<file path="src/common/aoms_pkg.sv">
// Package: states, carriers and timing constants for the amplifier mode selector
package aoms_pkg;

  typedef enum logic [2:0] {
    AOMS_OFF = 3'b000,
    AOMS_STANDBY = 3'b001,
    AOMS_MUTE = 3'b010,
    AOMS_OPERATE = 3'b011
  } aoms_mode_t;

  // Mode inputs after synchronising
  typedef struct packed {
    logic enable;
    logic mute_select;
    logic bus_mode;
  } aoms_pins_t;

  // Host-programmed control bits
  typedef struct packed {
    logic ctrl_byte1_bit0;
    logic ctrl_byte2_bit0;
  } aoms_ctrl_t;

  localparam int AOMS_CLK_HZ = 100000000;
  localparam int AOMS_FADE_US = 10;
  localparam int AOMS_FADE_CYCLES = AOMS_FADE_US * (AOMS_CLK_HZ / 1000000);
  localparam int AOMS_FADE_W = 12;
  localparam logic [AOMS_FADE_W-1:0] AOMS_FADE_MAX = AOMS_FADE_W'(AOMS_FADE_CYCLES);
  localparam logic [AOMS_FADE_W-1:0] AOMS_FADE_ZERO = 12'h000;
  localparam int AOMS_SYNC_STAGES = 3;
  localparam int AOMS_NUM_INPUTS = 3;
  localparam int AOMS_PWM_W = 8;
  localparam logic [AOMS_PWM_W-1:0] AOMS_PWM_HALF = 8'h80;
  localparam logic [1:0] AOMS_CTRL_RESET = 2'h0;

  localparam logic [3:0] AOMS_ADDR_CTRL = 4'h0;
  localparam logic [3:0] AOMS_ADDR_STATUS = 4'h4;
  localparam logic [3:0] AOMS_ADDR_FADE = 4'h8;
  localparam logic [1:0] AOMS_CTRL_B1_POS = 2'h0;
  localparam logic [1:0] AOMS_CTRL_B2_POS = 2'h1;

endpackage : aoms_pkg

</file>
<file path="src/hdl/aoms_sync.sv">
// Three-stage synchroniser with agreement filter for asynchronous pins
module aoms_sync
  import aoms_pkg::*;
#(
  parameter int WIDTH = AOMS_NUM_INPUTS
) (
  input wire logic CLK, // system clock
  input wire logic RESET, // synchronous reset, active high
  input wire logic CE, // clock enable
  input wire logic [WIDTH-1:0] D, // raw pin levels
  output logic [WIDTH-1:0] Q // filtered levels
);

  genvar i;
  generate
    for (i = 0; i < WIDTH; i++) begin : g_bit
      logic s1;
      logic s2;
      logic s3;
      // s1 feeds only s2 to keep metastability contained
      always_ff @(posedge CLK) begin
        if (RESET) begin
          s1 <= 1'b0;
          s2 <= 1'b0;
          s3 <= 1'b0;
          Q[i] <= 1'b0;
        end else if (CE) begin
          s1 <= D[i];
          s2 <= s1;
          s3 <= s2;
          if (s2 == s3) begin
            Q[i] <= s3;
          end
        end
      end
    end
  endgenerate

endmodule : aoms_sync

</file>
<file path="src/hdl/aoms_top.sv">
// Operating-mode selector for a two-channel class-D amplifier
// What this block does
// - Enable pin high enables the device in either control style.
// - Enable low: fully off, lowest current, bus commands ignored.
// - Strap through resistor to ground selects host-bus control.
// - Strap shorted to ground selects pin-only control.
// - Bus control with enable high idles until host configures it.
// - Pin-only defaults to mute: stages idle at half duty, audio suppressed.
// - Mute-select chooses mute or unmute with gradual fade ramps.
// - Pin-only: enable moves between off and mute; mute-select low stays muted.
// - Bus control: enable moves between off (default) and standby.
//
// The register addresses and the Avalon-MM interface to the registers were chosen for this implementation.
module aoms_top
  import aoms_pkg::*;
(
  input wire logic CLK, // system clock, 100 MHz
  input wire logic RESET, // synchronous reset, active high
  input wire logic CE, // clock enable, freezes all state when low
  input wire logic ENABLE_PIN, // enable pin, asynchronous
  input wire logic MUTE_SELECT_PIN, // mute-select pin, asynchronous
  input wire logic ADDRESS_STRAP_PIN, // high: resistor fitted, low: shorted
  input wire logic [3:0] AVS_ADDRESS, // Avalon byte address
  input wire logic AVS_READ, // Avalon read
  input wire logic AVS_WRITE, // Avalon write
  input wire logic [31:0] AVS_WRITEDATA, // Avalon write data
  input wire logic [3:0] AVS_BYTEENABLE, // Avalon byte enables
  output logic [31:0] AVS_READDATA, // Avalon read data
  output logic AVS_WAITREQUEST, // Avalon wait request
  output logic [2:0] MODE, // current mode code
  output logic STAGE_ACTIVE, // power stages switching
  output logic AUDIO_PASS, // audio reaches outputs
  output logic [AOMS_FADE_W-1:0] GAIN, // fade gain level
  output logic [AOMS_PWM_W-1:0] PWM_IDLE_DUTY // duty used while muted
);

  aoms_pins_t pins;
  aoms_ctrl_t ctrl;
  aoms_mode_t mode;
  aoms_mode_t next_mode;
  logic bus_mode;
  logic strap_taken;
  logic [AOMS_FADE_W-1:0] fade;
  logic [AOMS_FADE_W-1:0] next_fade;
  logic ack;
  logic [31:0] read_word;

  aoms_sync #(
    .WIDTH(AOMS_NUM_INPUTS)
  ) u_sync (
    .CLK(CLK),
    .RESET(RESET),
    .CE(CE),
    .D({ENABLE_PIN, MUTE_SELECT_PIN, ADDRESS_STRAP_PIN}),
    .Q(pins)
  );

  // Strap caught each time enable rises; enable going low re-arms the capture.
  // Latching keeps a noisy strap from flipping control style mid-play.
  wire strap_capture = pins.enable && !strap_taken;

  always_ff @(posedge CLK) begin
    if (RESET) begin
      strap_taken <= 1'b0;
    end else if (CE) begin
      if (!pins.enable) begin
        strap_taken <= 1'b0;
      end else begin
        strap_taken <= 1'b1;
      end
    end
  end

  always_ff @(posedge CLK) begin
    if (RESET) begin
      bus_mode <= 1'b0;
    end else if (CE) begin
      if (strap_capture) begin
        bus_mode <= pins.bus_mode;
      end
    end
  end

  // Bus access: one wait cycle, then acknowledge
  wire bus_req = AVS_READ || AVS_WRITE;
  assign AVS_WAITREQUEST = bus_req && !ack;
  wire take_write = AVS_WRITE && ack && CE;
  wire hit_ctrl = AVS_ADDRESS == AOMS_ADDR_CTRL;
  wire hit_status = AVS_ADDRESS == AOMS_ADDR_STATUS;
  wire hit_fade = AVS_ADDRESS == AOMS_ADDR_FADE;
  // Commands are dropped while off or in pin-only control
  wire ctrl_accept = take_write && hit_ctrl && AVS_BYTEENABLE[0] &&
                     strap_taken && bus_mode;
  wire write_b1 = AVS_WRITEDATA[AOMS_CTRL_B1_POS];
  wire write_b2 = AVS_WRITEDATA[AOMS_CTRL_B2_POS];

  always_ff @(posedge CLK) begin
    if (RESET) begin
      ack <= 1'b0;
    end else if (CE) begin
      ack <= bus_req && !ack;
    end
  end

  always_ff @(posedge CLK) begin
    if (RESET) begin
      ctrl <= AOMS_CTRL_RESET;
    end else if (CE) begin
      if (!pins.enable) begin
        ctrl <= AOMS_CTRL_RESET;
      end else if (ctrl_accept) begin
        ctrl.ctrl_byte1_bit0 <= write_b1;
        ctrl.ctrl_byte2_bit0 <= write_b2;
      end
    end
  end

  wire [31:0] ctrl_word = {30'h00000000, ctrl.ctrl_byte2_bit0, ctrl.ctrl_byte1_bit0};
  wire [31:0] status_word = {27'h0000000, bus_mode, pins.enable, mode};
  wire [31:0] fade_word = {20'h00000, fade};
  assign read_word = hit_ctrl ? ctrl_word :
                     hit_status ? status_word :
                     hit_fade ? fade_word : 32'h00000000;

  always_ff @(posedge CLK) begin
    if (RESET) begin
      AVS_READDATA <= 32'h00000000;
    end else if (CE) begin
      if (AVS_READ && !ack) begin
        AVS_READDATA <= read_word;
      end
    end
  end

  // Bus-control table, first matching row wins
  wire want_standby = !ctrl.ctrl_byte1_bit0;
  wire want_operate = pins.mute_select && !ctrl.ctrl_byte2_bit0;
  wire want_mute = !pins.mute_select && ctrl.ctrl_byte2_bit0;

  // Mode decision
  always_comb begin
    next_mode = AOMS_OFF;
    if (pins.enable && strap_taken) begin
      if (bus_mode) begin
        if (want_standby) begin
          next_mode = AOMS_STANDBY;
        end else if (want_operate) begin
          next_mode = AOMS_OPERATE;
        end else if (want_mute) begin
          next_mode = AOMS_MUTE;
        end else begin
          // Combinations outside the table hold the quiet choice
          next_mode = AOMS_STANDBY;
        end
      end else begin
        // Host raises both pins to play
        next_mode = pins.mute_select ? AOMS_OPERATE : AOMS_MUTE;
      end
    end
  end

  always_ff @(posedge CLK) begin
    if (RESET) begin
      mode <= AOMS_OFF;
    end else if (CE) begin
      mode <= next_mode;
    end
  end

  // Fade ramp stands in for the external time-constant capacitor
  always_comb begin
    next_fade = fade;
    unique case (mode)
      AOMS_OPERATE: begin
        if (fade != AOMS_FADE_MAX) begin
          next_fade = fade + 12'h001;
        end
      end
      AOMS_MUTE, AOMS_STANDBY: begin
        if (fade != AOMS_FADE_ZERO) begin
          next_fade = fade - 12'h001;
        end
      end
      AOMS_OFF: begin
        next_fade = AOMS_FADE_ZERO;
      end
      default: begin
        next_fade = AOMS_FADE_ZERO;
      end
    endcase
  end

  always_ff @(posedge CLK) begin
    if (RESET) begin
      fade <= AOMS_FADE_ZERO;
    end else if (CE) begin
      fade <= next_fade;
    end
  end

  wire stages_on = (mode == AOMS_MUTE) || (mode == AOMS_OPERATE);
  wire audio_on = fade != AOMS_FADE_ZERO;
  wire [AOMS_PWM_W-1:0] next_duty = stages_on ? AOMS_PWM_HALF : 8'h00;

  // Outputs registered so the pins never glitch while the mode settles;
  // they trail the internal state by one cycle.
  always_ff @(posedge CLK) begin
    if (RESET) begin
      MODE <= AOMS_OFF;
    end else if (CE) begin
      MODE <= mode;
    end
  end

  // Stages keep switching in mute so the outputs stay biased, no pop
  always_ff @(posedge CLK) begin
    if (RESET) begin
      STAGE_ACTIVE <= 1'b0;
    end else if (CE) begin
      STAGE_ACTIVE <= stages_on;
    end
  end

  always_ff @(posedge CLK) begin
    if (RESET) begin
      AUDIO_PASS <= 1'b0;
    end else if (CE) begin
      AUDIO_PASS <= audio_on;
    end
  end

  always_ff @(posedge CLK) begin
    if (RESET) begin
      GAIN <= AOMS_FADE_ZERO;
    end else if (CE) begin
      GAIN <= fade;
    end
  end

  // Half duty gives zero average output while muted
  always_ff @(posedge CLK) begin
    if (RESET) begin
      PWM_IDLE_DUTY <= 8'h00;
    end else if (CE) begin
      PWM_IDLE_DUTY <= next_duty;
    end
  end

endmodule : aoms_top

</file>
<file path="config.mk">
export PLATFORM = sky130hd
export DESIGN_NAME = aoms_top
export DESIGN_NICKNAME = d
export VERILOG_FILES = /design/src/common/aoms_pkg.sv /design/src/hdl/aoms_sync.sv /design/src/hdl/aoms_top.sv
export SDC_FILE = /design/constraint.sdc
export NUM_CORES = 1
export LEC_CHECK = 0
export ABC_AREA = 1
export BUFFER_PORTS_ARGS = -buffer_cell sky130_fd_sc_hd__buf_2
export CAP_MARGIN = 20
export CORE_ASPECT_RATIO = 1.4
export CORE_UTILIZATION = 55
export DETAILED_ROUTE_END_ITERATION = 10
export PLACE_DENSITY = 0.86
export SYNTH_ARGS = -nofsm -noshare
export SYNTH_HDL_FRONTEND = slang
export SYNTH_SLANG_ARGS = --single-unit
export TNS_END_PERCENT = 20
</file>
<file path="constraint.sdc">
create_clock -name CLK -period 4.5 [get_ports CLK]
set_input_delay 0.225 -clock CLK [delete_from_list [all_inputs] [get_ports CLK]]
set_output_delay 0.225 -clock CLK [all_outputs]
set_load 0.03 [all_outputs]
</file>
-- Word level (Yosys, flattened, before mapping)
Index checks and enable logic that the tools add are counted.
- flip-flop bits (word level): 89
- output and inout bits: 58
- add/subtract/negate cells: 2
- reductions and logical operators: 28
- equal/unequal tests: 12
- muxes and demuxes: 16
- operator list (cell ; number):
    two-way mux 12 bit ; 5
    one-hot mux 12 bit (2 select lines) ; 1
    adder 12 x 1 -> 12 bit (second input constant) ; 1
    logical AND 1 bit ; 12
    inequality test 12 x 10 -> 1 bit (second input constant) ; 1
    AND reduction 2 bit ; 6
    nonzero test 12 bit ; 1
    subtractor 12 x 1 -> 12 bit (second input constant) ; 1
    two-way mux 2 bit ; 5
    two-way mux 8 bit ; 1
    equality test 3 x 2 -> 1 bit (second input constant) ; 2
    two-way mux 3 bit ; 2
    inequality test 2 bit (second input constant) ; 3
    equality test 4 x 3 -> 1 bit (second input constant) ; 1
    equality test 4 bit (second input constant) ; 1
    zero test 1 bit ; 4
    zero test 4 bit ; 1
    equality test 1 bit ; 3
    equality test 3 x 1 -> 1 bit (second input constant) ; 1
    AND reduction 3 bit ; 1
    logical OR 1 bit ; 2
    two-way mux 1 bit ; 2
    OR reduction 2 bit ; 1

-- Longest topological paths before layout
- word-level depth: 8
- gate-level depth with buffers: 12
- depth with buffers taken out: 12

-- Modules after synthesis
From an unflattened synthesis, not the netlist that was laid out.
- cell total of the unflattened synthesis: 451
- area, all modules: 3291.9 sq um
- modules (own cells, without submodules) (module ; area an instance (sq um) ; times used ; cells each):
    aoms_top ; 2834.0 ; 1 ; 393
    aoms_sync ; 457.9 ; 1 ; 58

-- Worst setup path after synthesis
No wires, ideal clock.
- kind: register to register
- from: register mode[1]
- to: register fade[6]
- clock period less this slack: 2100 ps
- buffers on the path: 0
- required time: 4432 ps
- data arrival time: 2032 ps
- cell stages (with the launch flop): 12
- slack: 2400 ps
- path through: dfxtp_1 -> inv_1 -> ha_1 -> inv_1 -> fa_1 -> inv_1 -> nand3_1 -> nand2_1 -> a21oi_1 -> xnor2_1 -> nand2_2 -> a21oi_2
- longest elaborated chain between the ends: 4
- elaborated cells on any way between the ends: 8
- classes of those cells: 5 x eq/ne; 1 x mux; 2 x reduce/logical
- RTL lines (item ; RTL line ; source):
    start, declared ; aoms_top.sv:39 ; aoms_mode_t mode;
    start signal, assigned ; aoms_top.sv:166 ; mode <= next_mode;
    equality test 3 x 2 -> 1 bit or equality test 3 x 1 -> 1 bit (tied branches) ; aoms_top.sv:173 ; unique case (mode)
    OR reduction 2 bit ; aoms_top.sv:173 ;
    inequality test 2 bit (no source line) ; -- ;
    AND reduction 3 bit (no source line) ; -- ;
    end signal, assigned ; aoms_top.sv:197 ; fade <= next_fade;
    end, declared ; aoms_top.sv:43 ; logic [AOMS_FADE_W-1:0] fade;
Parallel ways exist; a longest one is shown, timed or not.
A chain may end at the register's enable or synchronous reset.

-- Worst setup path in the final report
- from: register mode[1]
- to: register fade[5]
Same word-level chain as after synthesis.

==> impl_metrics.tcl <==
set metrics [dict create \
    status "finished, final reports clean" \
    ioPinCount 106 \
    seqCellArea_mm2 0.001181 \
    fmax_mhz 410.6 \
    leakagePower_nw 1.644 \
    die_h_um 92.93 \
    critical_path.max_fanout 13 \
    path_common_cell "ha_1" \
    via_count 2950 \
    cts_setup_buffers 0 \
    antenna_found_initial 0 \
    core-area_mm2 0.005605 \
    path_cells "inv_1, ha_1, ha_1, nand2_1, nand3_1, a21oi_1, xnor2_1, nand2_2, a21oi_2" \
    ys_seq_area_frac 0.3636 \
    fill_cells 482 \
    post_cts_resized 0 \
    hold_viol 0 \
    clk_pin_slew_worst_paths_ns 0.07 \
    ir_drop_v 0.0001415 \
    drive_gt1_frac 0.1745 \
    powerDensity_mw_per_mm2 331.2 \
    max_stage_delay_ns 0.60 \
    worst_pin_slew_ns 0.9561 \
    place_hpwl_um 5132 \
    final_util 0.6379 \
    numCtsBuffers 9 \
    period_share 0.5412 \
    syn_inst 444 \
    critPathKind "flop to flop" \
    yosys_register_bits 59 \
    drv_slew 0 \
    grt_pass1_vias 2705 \
    fin_crit_ns 2.436 \
    required_ns 4.77 \
    syn2layout_area_growth_pct 10.09 \
    cts.sinks 59 \
    grt_util_all_layers 0.2533 \
    drt_iter0_markers 249 \
    ant_nets 0 \
    grt_overflow 0 \
    route.detailed.drc 0 \
    worst_path_max_delay_cell "ha_1" \
    clock_skew_ns 0.009677 \
    maxSlewHeadroom 0.3619 \
    cts-root-buf "clkbuf_8" \
    dp_cells 539 \
    drt_pre_antenna_iters 4 \
    start_util 0.5795 \
    setup_viol 0 \
    yosysWarnings 0 \
    hold_buffers 0 \
    endpoint_kind "flop" \
    antenna_cells 0 \
    syn_area_per_cell_um2 7.316 \
    grt_pass1_wl_um 12100 \
    cts.htree.levels 3 \
    path_delay_family "adder cells" \
    route.final.wire_length_um 7260 \
    worstSetupStartpointType "flop" \
    cap_violations 0 \
    fin_cells 555 \
    clock_latency_ns 0.34 \
    tritoncts "yes" \
    dieArea_mm2 0.006221 \
    clk_path_buf_depth 2 \
    worstPathArrival_ns 2.71 \
    tns_ns 0 \
    gp_congestion 0.8274 \
    hp-class "primary input to flop" \
    multiInputGateArea_mm2 0.001674 \
    ys_types 33 \
    wl_per_cell_um 13.08 \
    die_x_um 66.95 \
    port_buffers 44 \
    nets 545 \
    via_per_inst 5.315 \
    rows 32 \
    rsz0062_at_grt "false" \
    path_buf_inv 1 \
    netlist_area_mm2 0.003248 \
    grt_max_degree 48 \
]
==> cell usage after synthesis (all sizes together) <==
cell    number  area [um2]
o21ai       42       210.2
clkbuf      11       41.29
conb         1       3.750
fa           1       20.02
nand4        5       31.28
nor2        42       165.2
ha          14       175.2
dfxtp       59        1181
nor3         3       20.02
o22ai        2       12.51
xor2         3       26.28
inv         52       195.2
buf         34       257.7
a21o         1       7.510
a21oi       48       274.0
nand2       83       331.6
o21a         1       7.510
a31oi        2       12.51
o211ai      11       82.58
nand3b       1       7.510
xnor2        4       35.03
o21bai       1       7.510
nand3       23       142.6
==> where the power goes <==
| part | switching (mW) | internal, mW | total [mW] | leakage (nW) |
|---|---|---|---|---|
| sequential | 0.00978 | 0.540 | 0.550 | 0.481 |
| clock | 0.204 | 0.299 | 0.503 | 0.108 |
| combinational | 0.103 | 0.0278 | 0.131 | 1.05 |
| total | 0.317 | 0.867 | 1.18 | 1.64 |
==> flip-flops by register name, summed over array words and instances, names as in the netlist <==
register,count
bus_mode,1
fade,12
MODE,2
ctrl,2
u_sync.g_bit.s3,3
mode,2
u_sync.g_bit.s2,3
strap_taken,1
u_sync.g_bit.s1,3
GAIN,12
ack,1
PWM_IDLE_DUTY,1
u_sync.Q,3
AUDIO_PASS,1
AVS_READDATA,12
==> final timing paths <==
| path | start | endpoint | slack (ns) | cells after the start |
|---|---|---|---|---|
| worst max-delay path | mode[1] | fade[5] | 2.06 | 9 |
| worst min register to register | u_sync.g_bit[1].s3 | u_sync.g_bit[1].s3 | 0.48 | 2 |
| worst max register to register | mode[1] | fade[5] | 2.06 | 9 |
| worst min-delay path | ENABLE_PIN | u_sync.g_bit[2].s1 | 0.10 | 3 |
==> cells in the final DEF (no fill, tap or decap), types with 2 or more instances in the layout <==
cell,netlist,routed
dfxtp_1,59,59
nor2_1,41,41
nand3_2,3,3
nand4_1,5,5
clkbuf_8,0,12
conb_1,1,28
xor2_1,3,3
nor3_1,2,2
xnor2_1,4,4
o22ai_1,2,2
a31oi_1,2,2
nand2_1,75,75
a21oi_1,39,39
o21ai_0,41,41
ha_1,14,14
clkinv_2,0,2
inv_1,51,51
a21oi_2,9,9
nand3_1,19,19
nand2_2,8,8
o211ai_1,11,11
buf_2,2,44
==> tightest hold or removal path: stages <==
cell and delay, ns:
buf_2 0.07, nor2_1 0.03, nor2_1 0.08
==> final cells by class <==
class,count,share of cell area
clock buffer,12,0.04619
clock inverter,4,0.01330
multi-input combinational,315,0.4682
tap,68,0.02379
sequential,59,0.3303
timing repair buffer,45,0.06368
inverter,52,0.05458
==> layer usage <==
layer,vias up,track usage,part of all wire
met3,25,0.02217,0.040
met4,0,0.1489,0.032
li1,1476,-,-
met1,1347,0.3108,0.41
met2,102,0.4200,0.52
met5,-,0,0
==> through the flow <==
step	power [mW]	hold slack, ns	worst slack [ns]	area [um2]
after detailed placement	0.6911	0.4564	2.090	3363
after global routing	1.221	0.1420	1.813	3576
after global placement	0.6876	0.4487	2.110	3363
after floorplan	0.6800	0.2874	2.400	3349
final	1.184	0.1038	2.064	3576
after CTS	1.186	0.1077	2.054	3576
==> kinds of logic (layout without fill, tap and decap cells) <==
| group | after synthesis | after routing | synth area share |
|---|---|---|---|
| XOR/XNOR | 7 | 7 | 0.01888 |
| buffers and inverters | 97 | 113 | 0.1522 |
| AO/OA/AOI/OAI | 108 | 108 | 0.1891 |
| flip-flops | 59 | 59 | 0.3636 |
| AND/OR/NAND/NOR | 157 | 157 | 0.2149 |
| other | 1 | 28 | 0.001155 |
| adder cells (fa/ha/maj) | 15 | 15 | 0.06009 |
No activity file was read; power rests on OpenSTA's default activity.
